==> src/hdl/drs_pkg.sv <==
package drs_pkg;
  // Clocking and sample timing
  localparam int unsigned CLK_HZ = 40000000;
  localparam int unsigned SAMPLE_HZ = 120000;
  localparam int unsigned SAMPLE_PERIOD_CYC = CLK_HZ / SAMPLE_HZ;
  localparam int unsigned CAL_HOLD_MS = 100;
  localparam int unsigned PIN_PULSE_NS = 100;
  localparam int unsigned CLK_PERIOD_NS = 1000000000 / CLK_HZ;
  localparam int unsigned PIN_PULSE_CYC = (PIN_PULSE_NS + CLK_PERIOD_NS - 1) / CLK_PERIOD_NS;

  // Offset averaging
  localparam int unsigned AVG_SAMPLES = 4096;
  localparam int unsigned AVG_SHIFT = 12;
  localparam logic [11:0] AVG_LAST = 12'hFFF;

  // EEPROM image
  localparam logic [7:0] EE_VERSION_ADDR = 8'h5D;
  localparam logic [7:0] EE_BLOCK_LAST = 8'h7F;
  localparam logic [7:0] EE_HALL_BASE = 8'h72;
  localparam logic [7:0] EE_HALL_END = 8'h7D;

  // Host write byte registers, 0x00 to 0x7F
  localparam logic [6:0] HW_CTRL = 7'h00;
  localparam logic [6:0] HW_SYSCFG = 7'h01;
  localparam logic [6:0] HW_SPEED_LO = 7'h02;
  localparam logic [6:0] HW_SPEED_HI = 7'h03;
  localparam logic [6:0] HW_OFFV_LO = 7'h04;
  localparam logic [6:0] HW_OFFV_HI = 7'h05;
  localparam logic [6:0] HW_OFFW_LO = 7'h06;
  localparam logic [6:0] HW_OFFW_HI = 7'h07;
  localparam logic [6:0] HW_ENC_LO = 7'h08;
  localparam logic [6:0] HW_ENC_HI = 7'h09;
  localparam int unsigned HW_BYTES = 128;
  localparam logic [7:0] HW_RESET = 8'h00;

  // Control byte and system configuration byte fields
  localparam int unsigned CTRL_MOD_EN = 0;
  localparam int unsigned CTRL_VC_EN = 1;
  localparam int unsigned CTRL_OFFS_SEL = 2;
  localparam int unsigned CTRL_DCCOMP = 3;
  localparam int unsigned CTRL_FLT_CLR = 4;
  localparam int unsigned SYSCFG_PIN_CTRL = 0;

  // Read registers
  localparam logic [7:0] RD_STATUS = 8'h80;
  localparam logic [7:0] RD_FAULTS = 8'h81;
  localparam logic [7:0] RD_CALC_V = 8'h82;
  localparam logic [7:0] RD_CALC_W = 8'h83;
  localparam logic [7:0] RD_RAW_V = 8'h84;
  localparam logic [7:0] RD_RAW_W = 8'h85;

  typedef enum logic [3:0] {
    DRS_LD_VER_RQ = 4'h0,
    DRS_LD_VER_WT = 4'h1,
    DRS_LD_BLK_RQ = 4'h3,
    DRS_LD_BLK_WT = 4'h2,
    DRS_LD_HLO_RQ = 4'h6,
    DRS_LD_HLO_WT = 4'h7,
    DRS_LD_HHI_RQ = 4'h5,
    DRS_LD_HHI_WT = 4'h4,
    DRS_LD_DONE = 4'hC
  } drs_ld_state_t;
endpackage

==> src/hdl/drs_eeprom_loader.sv <==
`timescale 1ns/1ps
`default_nettype none
module drs_eeprom_loader #(
  parameter logic [7:0] VERSION_CODE = 8'h3C // Arbitrary value
) (
  input wire logic clk,
  input wire logic rst,
  input wire logic [2:0] hall_code,
  input wire logic ee_rd_ack,
  input wire logic [7:0] ee_rd_data,
  output logic ee_rd_req,
  output logic [7:0] ee_addr,
  output logic wr_en,
  output logic [6:0] wr_addr,
  output logic [7:0] wr_data,
  output logic enc_en,
  output logic [15:0] enc_val,
  output logic done,
  output logic version_ok
);
  drs_pkg::drs_ld_state_t state_q;
  logic [7:0] lo_q;

  function automatic logic [7:0] hall_addr(input logic [2:0] code);
    hall_addr = drs_pkg::EE_HALL_BASE + {4'h0, code - 3'h1, 1'b0};
  endfunction

  always_ff @(posedge clk or posedge rst) begin
    if (rst) begin
      state_q <= drs_pkg::DRS_LD_VER_RQ;
      ee_rd_req <= 1'b0;
      ee_addr <= 8'h00;
      wr_en <= 1'b0;
      wr_addr <= 7'h00;
      wr_data <= 8'h00;
      enc_en <= 1'b0;
      enc_val <= 16'h0000;
      lo_q <= 8'h00;
      done <= 1'b0;
      version_ok <= 1'b0;
    end else begin
      ee_rd_req <= 1'b0;
      wr_en <= 1'b0;
      enc_en <= 1'b0;
      case (state_q)
        drs_pkg::DRS_LD_VER_RQ: begin
          ee_addr <= drs_pkg::EE_VERSION_ADDR; // RULE14
          ee_rd_req <= 1'b1;
          state_q <= drs_pkg::DRS_LD_VER_WT;
        end
        drs_pkg::DRS_LD_VER_WT: begin
          if (ee_rd_ack) begin
            if (ee_rd_data == VERSION_CODE) begin // RULE14
              version_ok <= 1'b1;
              ee_addr <= 8'h00;
              state_q <= drs_pkg::DRS_LD_BLK_RQ;
            end else begin
              state_q <= drs_pkg::DRS_LD_DONE; // RULE23
            end
          end
        end
        drs_pkg::DRS_LD_BLK_RQ: begin
          ee_rd_req <= 1'b1;
          state_q <= drs_pkg::DRS_LD_BLK_WT;
        end
        drs_pkg::DRS_LD_BLK_WT: begin
          if (ee_rd_ack) begin
            wr_en <= 1'b1; // RULE15
            wr_addr <= ee_addr[6:0];
            wr_data <= ee_rd_data;
            if (ee_addr == drs_pkg::EE_BLOCK_LAST) begin
              if (hall_code != 3'h0 && hall_code != 3'h7) begin // RULE16
                ee_addr <= hall_addr(hall_code);
                state_q <= drs_pkg::DRS_LD_HLO_RQ;
              end else begin
                state_q <= drs_pkg::DRS_LD_DONE;
              end
            end else begin
              ee_addr <= ee_addr + 8'h01;
              state_q <= drs_pkg::DRS_LD_BLK_RQ;
            end
          end
        end
        drs_pkg::DRS_LD_HLO_RQ: begin
          ee_rd_req <= 1'b1;
          state_q <= drs_pkg::DRS_LD_HLO_WT;
        end
        drs_pkg::DRS_LD_HLO_WT: begin
          if (ee_rd_ack) begin
            lo_q <= ee_rd_data;
            ee_addr <= ee_addr + 8'h01;
            state_q <= drs_pkg::DRS_LD_HHI_RQ;
          end
        end
        drs_pkg::DRS_LD_HHI_RQ: begin
          ee_rd_req <= 1'b1;
          state_q <= drs_pkg::DRS_LD_HHI_WT;
        end
        drs_pkg::DRS_LD_HHI_WT: begin
          if (ee_rd_ack) begin
            enc_val <= {ee_rd_data, lo_q}; // RULE16
            enc_en <= 1'b1;
            state_q <= drs_pkg::DRS_LD_DONE;
          end
        end
        drs_pkg::DRS_LD_DONE: begin
          done <= 1'b1;
        end
        default: begin
          state_q <= drs_pkg::DRS_LD_DONE;
        end
      endcase
    end
  end
endmodule
`default_nettype wire

==> src/hdl/drs_offset_averager.sv <==
`timescale 1ns/1ps
`default_nettype none
module drs_offset_averager (
  input wire logic clk,
  input wire logic rst,
  input wire logic active,
  input wire logic sample_valid,
  input wire logic [15:0] raw_v,
  input wire logic [15:0] raw_w,
  output logic [15:0] offset_v,
  output logic [15:0] offset_w,
  output logic pass_done
);
  logic [11:0] cnt_q;
  logic [27:0] sum_v_q;
  logic [27:0] sum_w_q;
  logic [27:0] tot_v;
  logic [27:0] tot_w;

  function automatic logic [27:0] acc(input logic [27:0] sum, input logic [15:0] smp);
    acc = sum + {{12{smp[15]}}, smp};
  endfunction

  assign tot_v = acc(sum_v_q, raw_v);
  assign tot_w = acc(sum_w_q, raw_w);

  // Average of a full pass of consecutive samples
  always_ff @(posedge clk or posedge rst) begin
    if (rst) begin
      cnt_q <= 12'h000;
      sum_v_q <= 28'h0000000;
      sum_w_q <= 28'h0000000;
      offset_v <= 16'h0000;
      offset_w <= 16'h0000;
      pass_done <= 1'b0;
    end else begin
      pass_done <= 1'b0;
      if (!active) begin
        cnt_q <= 12'h000;
        sum_v_q <= 28'h0000000;
        sum_w_q <= 28'h0000000;
      end else if (sample_valid) begin
        if (cnt_q == drs_pkg::AVG_LAST) begin // RULE2 RULE3
          offset_v <= tot_v[27:drs_pkg::AVG_SHIFT];
          offset_w <= tot_w[27:drs_pkg::AVG_SHIFT];
          pass_done <= 1'b1;
          cnt_q <= 12'h000;
          sum_v_q <= 28'h0000000;
          sum_w_q <= 28'h0000000;
        end else begin
          cnt_q <= cnt_q + 12'h001;
          sum_v_q <= tot_v;
          sum_w_q <= tot_w;
        end
      end
    end
  end
endmodule
`default_nettype wire

==> src/hdl/drs_run_control.sv <==
// Notes on behaviour
// RULE1: PWM on, control off gives zero duty
// RULE2: Average 4096 samples into calculated offsets
// RULE3: Samples at 120 kHz, pass about 34 ms
// RULE4: Select bit one uses calculated offsets
// RULE5: Select bit zero uses host offsets
// RULE6: Raw feedback readable, host offsets writable
// RULE7: Host start sequence with 100 ms calibration
// RULE8: Coasting stop clears both enables
// RULE9: Controlled stop ramps speed then clears
// RULE10: Stop pin disables PWM regardless
// RULE11: Fault clears enables, flags, lights red
// RULE12: PWM off until cleared and re-enabled
// RULE13: Clear bit one clears, zero re-arms
// RULE14: Check EEPROM version byte at power-up
// RULE15: Load 128 bytes into write registers
// RULE16: Hall code picks stored encoder count
// RULE17: Loaded pin-control field enables pin control
// RULE18: Calibration pin forces calibration condition
// RULE19: Start and stop pins, stop wins
// RULE20: Pins pulse at least 100 ns
// RULE21: Pin mode fault output and clear pin
// RULE22: Subtract selected offset from raw sample
// RULE23: Version mismatch keeps reset defaults
//
// The plain strobed port and the address map were left to the implementer.
`timescale 1ns/1ps
`default_nettype none
module drs_run_control #(
  parameter logic [7:0] VERSION_CODE = 8'h3C // Arbitrary value
) (
  input wire logic clk,
  input wire logic rst,
  input wire logic [7:0] bus_addr,
  input wire logic [15:0] bus_wdata,
  input wire logic bus_wr,
  input wire logic bus_rd,
  output logic [15:0] bus_rdata,
  input wire logic [15:0] raw_current_phase_v,
  input wire logic [15:0] raw_current_phase_w,
  input wire logic sample_valid,
  input wire logic [7:0] fault_detect,
  input wire logic stop_pin,
  input wire logic start_pin,
  input wire logic calibration_request_in,
  input wire logic fault_clear_in,
  input wire logic [2:0] hall_pin,
  output logic ee_rd_req,
  output logic [7:0] ee_addr,
  input wire logic ee_rd_ack,
  input wire logic [7:0] ee_rd_data,
  output logic modulator_run,
  output logic zero_duty_cal,
  output logic vector_control_run,
  output logic bus_voltage_comp_enable,
  output logic [15:0] velocity_setpoint,
  output logic [15:0] corr_current_v,
  output logic [15:0] corr_current_w,
  output logic corr_valid,
  output logic [15:0] encoder_count_load,
  output logic encoder_count_load_stb,
  output logic fault_out,
  output logic red_led
);
  logic [6:0] pin_meta_q;
  logic [6:0] pin_sync_q;
  logic stop_s;
  logic start_s;
  logic cal_s;
  logic fclr_s;
  logic [2:0] hall_s;

  logic [7:0] hw_q [0:drs_pkg::HW_BYTES-1];
  logic [7:0] fault_flags_q;
  logic [15:0] raw_v_q;
  logic [15:0] raw_w_q;
  logic [15:0] bus_rdata_q;

  logic ld_we;
  logic [6:0] ld_addr;
  logic [7:0] ld_data;
  logic ld_enc_en;
  logic [15:0] ld_enc_val;
  logic ld_done;
  logic ld_ver_ok;

  logic [15:0] calc_offset_phase_v;
  logic [15:0] calc_offset_phase_w;
  logic avg_done;

  logic [7:0] ctrl;
  logic pin_control_select;
  logic offset_source_select;
  logic fault_clear_bit;
  logic [15:0] host_offset_phase_v;
  logic [15:0] host_offset_phase_w;
  logic pin_mode;
  logic cal_force;
  logic mod_req;
  logic run_ok;
  logic [7:0] fault_new;
  logic fault_any_new;
  logic flags_clear;

  function automatic logic [15:0] sub_offset(input logic [15:0] raw, input logic [15:0] offs);
    sub_offset = raw - offs;
  endfunction

  // Pin synchronisers
  always_ff @(posedge clk or posedge rst) begin
    if (rst) begin
      pin_meta_q <= 7'h00;
      pin_sync_q <= 7'h00;
    end else begin
      pin_meta_q <= {stop_pin, start_pin, calibration_request_in, fault_clear_in, hall_pin};
      pin_sync_q <= pin_meta_q;
    end
  end

  assign stop_s = pin_sync_q[6];
  assign start_s = pin_sync_q[5];
  assign cal_s = pin_sync_q[4];
  assign fclr_s = pin_sync_q[3];
  assign hall_s = pin_sync_q[2:0];

  drs_eeprom_loader #(
    .VERSION_CODE(VERSION_CODE)
  ) u_loader (
    .clk(clk),
    .rst(rst),
    .hall_code(hall_s),
    .ee_rd_ack(ee_rd_ack),
    .ee_rd_data(ee_rd_data),
    .ee_rd_req(ee_rd_req),
    .ee_addr(ee_addr),
    .wr_en(ld_we),
    .wr_addr(ld_addr),
    .wr_data(ld_data),
    .enc_en(ld_enc_en),
    .enc_val(ld_enc_val),
    .done(ld_done),
    .version_ok(ld_ver_ok)
  );

  // Decoded control fields
  assign ctrl = hw_q[drs_pkg::HW_CTRL];
  assign offset_source_select = ctrl[drs_pkg::CTRL_OFFS_SEL];
  assign fault_clear_bit = ctrl[drs_pkg::CTRL_FLT_CLR];
  assign pin_control_select = hw_q[drs_pkg::HW_SYSCFG][drs_pkg::SYSCFG_PIN_CTRL];
  assign host_offset_phase_v = {hw_q[drs_pkg::HW_OFFV_HI], hw_q[drs_pkg::HW_OFFV_LO]};
  assign host_offset_phase_w = {hw_q[drs_pkg::HW_OFFW_HI], hw_q[drs_pkg::HW_OFFW_LO]};
  assign pin_mode = pin_control_select & ld_done; // RULE17

  assign cal_force = pin_mode & cal_s; // RULE18
  assign mod_req = ctrl[drs_pkg::CTRL_MOD_EN] | cal_force;
  assign run_ok = ~stop_s & ~(|fault_flags_q); // RULE10 RULE12

  assign fault_new = fault_detect & {8{~fault_clear_bit}}; // RULE13
  assign fault_any_new = |fault_new;
  assign flags_clear = fault_clear_bit | (pin_mode & fclr_s); // RULE13 RULE21

  // Host write registers, loaded from EEPROM at power-up
  always_ff @(posedge clk or posedge rst) begin
    if (rst) begin
      for (int i = 0; i < drs_pkg::HW_BYTES; i++) begin
        hw_q[i] <= drs_pkg::HW_RESET;
      end
    end else begin
      if (ld_we) begin
        hw_q[ld_addr] <= ld_data; // RULE15
      end else if (bus_wr && !bus_addr[7]) begin
        hw_q[bus_addr[6:0]] <= bus_wdata[7:0]; // RULE6
      end
      if (ld_enc_en) begin
        hw_q[drs_pkg::HW_ENC_LO] <= ld_enc_val[7:0]; // RULE16
        hw_q[drs_pkg::HW_ENC_HI] <= ld_enc_val[15:8];
      end
      if (pin_mode) begin
        if (stop_s) begin // RULE19
          hw_q[drs_pkg::HW_CTRL][drs_pkg::CTRL_MOD_EN] <= 1'b0;
          hw_q[drs_pkg::HW_CTRL][drs_pkg::CTRL_VC_EN] <= 1'b0;
        end else if (start_s) begin
          hw_q[drs_pkg::HW_CTRL][drs_pkg::CTRL_MOD_EN] <= 1'b1;
          hw_q[drs_pkg::HW_CTRL][drs_pkg::CTRL_VC_EN] <= 1'b1;
        end
      end
      if (fault_any_new) begin
        hw_q[drs_pkg::HW_CTRL][drs_pkg::CTRL_MOD_EN] <= 1'b0; // RULE11
        hw_q[drs_pkg::HW_CTRL][drs_pkg::CTRL_VC_EN] <= 1'b0;
      end
    end
  end

  // Fault latch, a new fault beats a pin clear, the clear bit masks new faults
  always_ff @(posedge clk or posedge rst) begin
    if (rst) begin
      fault_flags_q <= 8'h00;
    end else begin
      fault_flags_q <= (fault_flags_q & {8{~flags_clear}}) | fault_new; // RULE11 RULE13
    end
  end

  // Fault indicators
  always_ff @(posedge clk or posedge rst) begin
    if (rst) begin
      fault_out <= 1'b0;
      red_led <= 1'b0;
    end else begin
      fault_out <= |fault_flags_q | fault_any_new; // RULE21
      red_led <= |fault_flags_q | fault_any_new; // RULE11
    end
  end

  // Run state of the modulator and vector control
  always_ff @(posedge clk or posedge rst) begin
    if (rst) begin
      modulator_run <= 1'b0;
      vector_control_run <= 1'b0;
      zero_duty_cal <= 1'b0;
    end else begin
      modulator_run <= run_ok & ~fault_any_new & mod_req; // RULE10 RULE11
      vector_control_run <= run_ok & ~fault_any_new & ctrl[drs_pkg::CTRL_VC_EN]
        & ~cal_force & ctrl[drs_pkg::CTRL_MOD_EN];
      zero_duty_cal <= run_ok & ~fault_any_new & mod_req
        & (~ctrl[drs_pkg::CTRL_VC_EN] | cal_force); // RULE1 RULE18
    end
  end

  // Configuration outputs
  always_ff @(posedge clk or posedge rst) begin
    if (rst) begin
      bus_voltage_comp_enable <= 1'b0;
      velocity_setpoint <= 16'h0000;
    end else begin
      bus_voltage_comp_enable <= ctrl[drs_pkg::CTRL_DCCOMP];
      velocity_setpoint <= {hw_q[drs_pkg::HW_SPEED_HI], hw_q[drs_pkg::HW_SPEED_LO]};
    end
  end

  // Encoder count load strobe
  always_ff @(posedge clk or posedge rst) begin
    if (rst) begin
      encoder_count_load <= 16'h0000;
      encoder_count_load_stb <= 1'b0;
    end else begin
      encoder_count_load_stb <= 1'b0;
      if (ld_enc_en) begin
        encoder_count_load <= ld_enc_val; // RULE16
        encoder_count_load_stb <= 1'b1;
      end else if (bus_wr && bus_addr[6:0] == drs_pkg::HW_ENC_HI && !bus_addr[7]) begin
        encoder_count_load <= {bus_wdata[7:0], hw_q[drs_pkg::HW_ENC_LO]};
        encoder_count_load_stb <= 1'b1;
      end
    end
  end

  // Offset averaging while in the calibration condition
  drs_offset_averager u_avg (
    .clk(clk),
    .rst(rst),
    .active(zero_duty_cal),
    .sample_valid(sample_valid),
    .raw_v(raw_current_phase_v),
    .raw_w(raw_current_phase_w),
    .offset_v(calc_offset_phase_v),
    .offset_w(calc_offset_phase_w),
    .pass_done(avg_done)
  );

  // Raw capture and offset correction
  always_ff @(posedge clk or posedge rst) begin
    if (rst) begin
      raw_v_q <= 16'h0000;
      raw_w_q <= 16'h0000;
      corr_current_v <= 16'h0000;
      corr_current_w <= 16'h0000;
      corr_valid <= 1'b0;
    end else begin
      corr_valid <= sample_valid;
      if (sample_valid) begin
        raw_v_q <= raw_current_phase_v; // RULE6
        raw_w_q <= raw_current_phase_w;
        if (offset_source_select) begin // RULE4 RULE22
          corr_current_v <= sub_offset(raw_current_phase_v, calc_offset_phase_v);
          corr_current_w <= sub_offset(raw_current_phase_w, calc_offset_phase_w);
        end else begin // RULE5 RULE22
          corr_current_v <= sub_offset(raw_current_phase_v, host_offset_phase_v);
          corr_current_w <= sub_offset(raw_current_phase_w, host_offset_phase_w);
        end
      end
    end
  end

  // Register read port, data one cycle after the strobe
  always_ff @(posedge clk or posedge rst) begin
    if (rst) begin
      bus_rdata_q <= 16'h0000;
    end else if (bus_rd) begin
      if (!bus_addr[7]) begin
        bus_rdata_q <= {8'h00, hw_q[bus_addr[6:0]]};
      end else begin
        case (bus_addr)
          drs_pkg::RD_STATUS: begin
            bus_rdata_q <= {10'h000, ld_ver_ok, ld_done, zero_duty_cal, avg_done,
              vector_control_run, modulator_run}; // RULE11
          end
          drs_pkg::RD_FAULTS: bus_rdata_q <= {8'h00, fault_flags_q};
          drs_pkg::RD_CALC_V: bus_rdata_q <= calc_offset_phase_v; // RULE2
          drs_pkg::RD_CALC_W: bus_rdata_q <= calc_offset_phase_w;
          drs_pkg::RD_RAW_V: bus_rdata_q <= raw_v_q; // RULE6
          drs_pkg::RD_RAW_W: bus_rdata_q <= raw_w_q;
          default: bus_rdata_q <= 16'h0000;
        endcase
      end
    end else begin
      bus_rdata_q <= 16'h0000;
    end
  end

  assign bus_rdata = bus_rdata_q;
endmodule
`default_nettype wire

==> config.mk <==
export PLATFORM = sky130hd
export DESIGN_NAME = drs_run_control
export DESIGN_NICKNAME = d
export VERILOG_FILES = /design/src/hdl/drs_pkg.sv /design/src/hdl/drs_eeprom_loader.sv /design/src/hdl/drs_offset_averager.sv /design/src/hdl/drs_run_control.sv
export SDC_FILE = /design/constraint.sdc
export NUM_CORES = 2
export LEC_CHECK = 0
export BUFFER_PORTS_ARGS = -buffer_cell sky130_fd_sc_hd__buf_4
export CAP_MARGIN = 20
export CORE_ASPECT_RATIO = 1.2
export CORE_MARGIN = 2
export CORE_UTILIZATION = 24
export CTS_CLUSTER_SIZE = 24
export DETAILED_ROUTE_END_ITERATION = 7
export PLACE_DENSITY = 0.44
export SETUP_SLACK_MARGIN = 0.2
export SLEW_MARGIN = 20
export SYNTH_ARGS = -nofsm -noshare
export SYNTH_HDL_FRONTEND = slang
export SYNTH_SLANG_ARGS = --single-unit
==> constraint.sdc <==
create_clock -name clk -period 62.2 [get_ports clk]
set_input_delay 12.44 -clock clk [delete_from_list [all_inputs] [get_ports clk]]
set_output_delay 12.44 -clock clk [all_outputs]
set_load 0.02 [all_outputs]
==> results.json <==
{
  "clock_skew_ns": 0.04222,
  "syn_inst": 6814,
  "grt_antenna_before_repair": 26,
  "endpoint_kind": "register",
  "syn_avg_cell_area_um2": 10.16,
  "fin_area_um2": 79850,
  "initialDrtViolationCount": 6521,
  "hold_viol_final": 0,
  "cp.arrival_ns": 18.24,
  "power.density_nw_per_um2": 26.56,
  "cts_buffers": 159,
  "antenna_left": 0,
  "ys_ff_latch": 1322,
  "timing.rr.start": "ctrl[2]",
  "total_power_w": 0.002121,
  "dieWidth_um": 494.3,
  "violations": "DRC",
  "nFillCells": 30010,
  "synth_fp_nets": 6993,
  "insertion_delay_ns": 0.84,
  "fin_setup_tns_ns": 0,
  "synth_warnings": 0,
  "num_rows": 216,
  "die_area_um2": 292800,
  "whs_endpoint": "pin_sync_q[2]",
  "finalNetCount": 6981,
  "r2r_end": "corr_current_v[15]",
  "period_share": 0.2844,
  "io_pins": 182,
  "drt-pass1-iter-count": 8,
  "grt.overflow.total": 0,
  "via_per_inst": 5.486,
  "grt_pass1_wl_mm": 437.0,
  "grt_usage": 0.2013,
  "cts_max_level": 4,
  "core_area_um2": 287800,
  "layout_commonest_cell": "nand2_1",
  "r2r_slack_ns": 57.84,
  "clkTransAtPathRegs_ns": 0.06,
  "drive_above_1_share": 0.1544,
  "hold_path.class": "reg2reg",
  "crit_type": "in2reg",
  "ys.flop_type": "dfrtp_1",
  "area_growth_pct": 15.32,
  "worstMarginPinSlew_ns": 1.201,
  "synth_cell_types": 77,
  "synthArstFlopShare": 1.000,
  "status": "complete, but fails checks",
  "root_buffer": "clkbuf_16",
  "synth_seq_area_share": 0.4778,
  "gp_congestion": 0.8962,
  "post_dp_cell_area_um2": 74560,
  "clockBufferDepth": 4,
  "p_leak_nw": 35.30,
  "clkSinkCount": 1322,
  "finalSetupViolCount": 0,
  "postCtsHoldBufs": 0,
  "dpl.hpwl_mm": 197.5,
  "min_from": "pin_meta_q[2]",
  "syn_area_um2": 69240,
  "final_cell_mix": "1543 x nand2_1, 1313 x dfrtp_1, 692 x a22oi_1, 499 x nor2_1, 329 x nor3_1",
  "initial_utilization": 0.2406,
  "path_max_fanout": 42,
  "grt_pass1_vias": 58790,
  "cts_tree": "yes",
  "max_freq_ghz": 0.05653,
  "slew_viol_final": 0,
  "postCtsSetupBuffers": 0,
  "worst-r2r-cell-count": 12,
  "portBuffers": 173,
  "grt_max_degree": 167,
  "slew_headroom": 0.1971,
  "synth_edf_count": 0,
  "max-cap-violations": 0,
  "route.detailed.drc": 1,
  "die_h_um": 592.4,
  "rsz0062_at_grt": "no",
  "min_period_ns": 17.69,
  "wl_per_cell_um": 28.12,
  "vias": 58970,
  "critical_path_required_ns": 62.75,
  "post_cts_resized": 0,
  "min_path_cells": 0,
  "wl_mm": 302.2,
  "cp-start-kind": "input port",
  "vdd_drop_max_v": 0.00001972
}
-- state kept, by name, indices dropped and copies added (netlist names), 12 cells and up --
| name | count |
|---|---|
| u_avg.sum_v_q | 28 |
| u_avg.offset_v | 16 |
| host_offset_phase_w | 16 |
| u_avg.cnt_q | 12 |
| u_avg.sum_w_q | 28 |
| bus_rdata | 16 |
| raw_w_q | 16 |
| corr_current_v | 16 |
| velocity_setpoint | 16 |
| hw_q | 984 |
| u_loader.enc_val | 16 |
| u_avg.offset_w | 16 |
| raw_v_q | 16 |
| encoder_count_load | 16 |
| corr_current_w | 16 |
| host_offset_phase_v | 16 |
-- logic make-up after synthesis --
kind of cell,count (synthesis),share of synthesized area
flip-flops,1322,0.4778
multiplexers,465,0.1245
XOR/XNOR,83,0.01050
adder cells (fa/ha/maj),94,0.01742
AND/OR/NAND/NOR,2690,0.1625
AO/OA/AOI/OAI,1611,0.1744
buffers and inverters,549,0.03282
-- stage by stage --
stage	util	hold WS (ns)	instances	setup WS [ns]
detailed placement	0.2590	0.3379	10460	43.60
global placement	0.2590	0.3367	10460	43.60
finish	0.2774	0.3509	10750	44.51
floorplan	-	0.3312	6814	12.49
CTS	0.2772	0.3558	10730	44.46
global route	0.2774	0.3605	10750	44.22
-- routing by layer --
layer,wire [um],global-route usage
met1,120400,0.2554
met2,143600,0.3323
met3,21630,0.03206
met4,16470,0.09939
met5,134,0
-- cells in the mapped netlist (24+ instances only) --
cell type	number	area (um^2)
a211oi_1	40	300.3
a21oi_1	113	565.5
a221o_1	289	2893
a221oi_1	24	210.2
a22o_1	33	289.0
a22oi_1	692	5195
buf_2	45	225.2
clkbuf_1	410	1539
dfrtp_1	1322	33080
ha_1	90	1126
inv_1	44	165.2
mux2_2	99	1115
mux2i_1	59	590.6
mux4_2	307	6914
nand2_1	1547	5807
nand3_1	70	350.3
nor2_1	503	1888
nor2_2	42	262.8
nor2b_1	54	337.8
nor3_1	331	1657
o21ai_0	238	1191
xnor2_1	52	455.4
xor2_1	31	271.5
-- area by class of cell --
cell class | count | area (um^2) | share of cell area
clock buffers | 229 | 4583 | 0.05740
inverters | 52 | 215.2 | 0.002695
repair buffers | 324 | 2502 | 0.03134
flip-flops and latches | 1322 | 33110 | 0.4146
diodes | 17 | 42.54 | 0.0005328
clock inverters | 47 | 645.6 | 0.008086
multi-input cells | 4943 | 33980 | 0.4256
well taps | 3815 | 4773 | 0.05978
-- critical path, stage by stage --
cell and delay, ns:
buf_8 0.39, buf_4 0.72, buf_4 0.75, buf_4 0.75, buf_4 0.62, mux4_2 0.62
mux4_2 0.63, mux4_2 0.56, o311ai_1 0.28, a31oi_1 0.25
-- worst max path at each step --
stage | from | endpoint | slack (ns)
floorplan | rst | bus_rdata[0] | 12.49
global placement | bus_addr[0] | bus_rdata[0] | 43.60
detailed placement | bus_addr[0] | bus_rdata[0] | 43.60
CTS | bus_addr[0] | bus_rdata[0] | 44.46
global route | bus_addr[0] | bus_rdata[0] | 44.22
finish | bus_addr[0] | bus_rdata[0] | 44.51
-- where the power goes --
part	switching [W]	internal (W)
Clock	0.000403	0.000570
Sequential	0.0000317	0.000902
Combinational	0.000136	0.0000782
Total	0.000571	0.00155
Power figures use the tool's default switching activity.
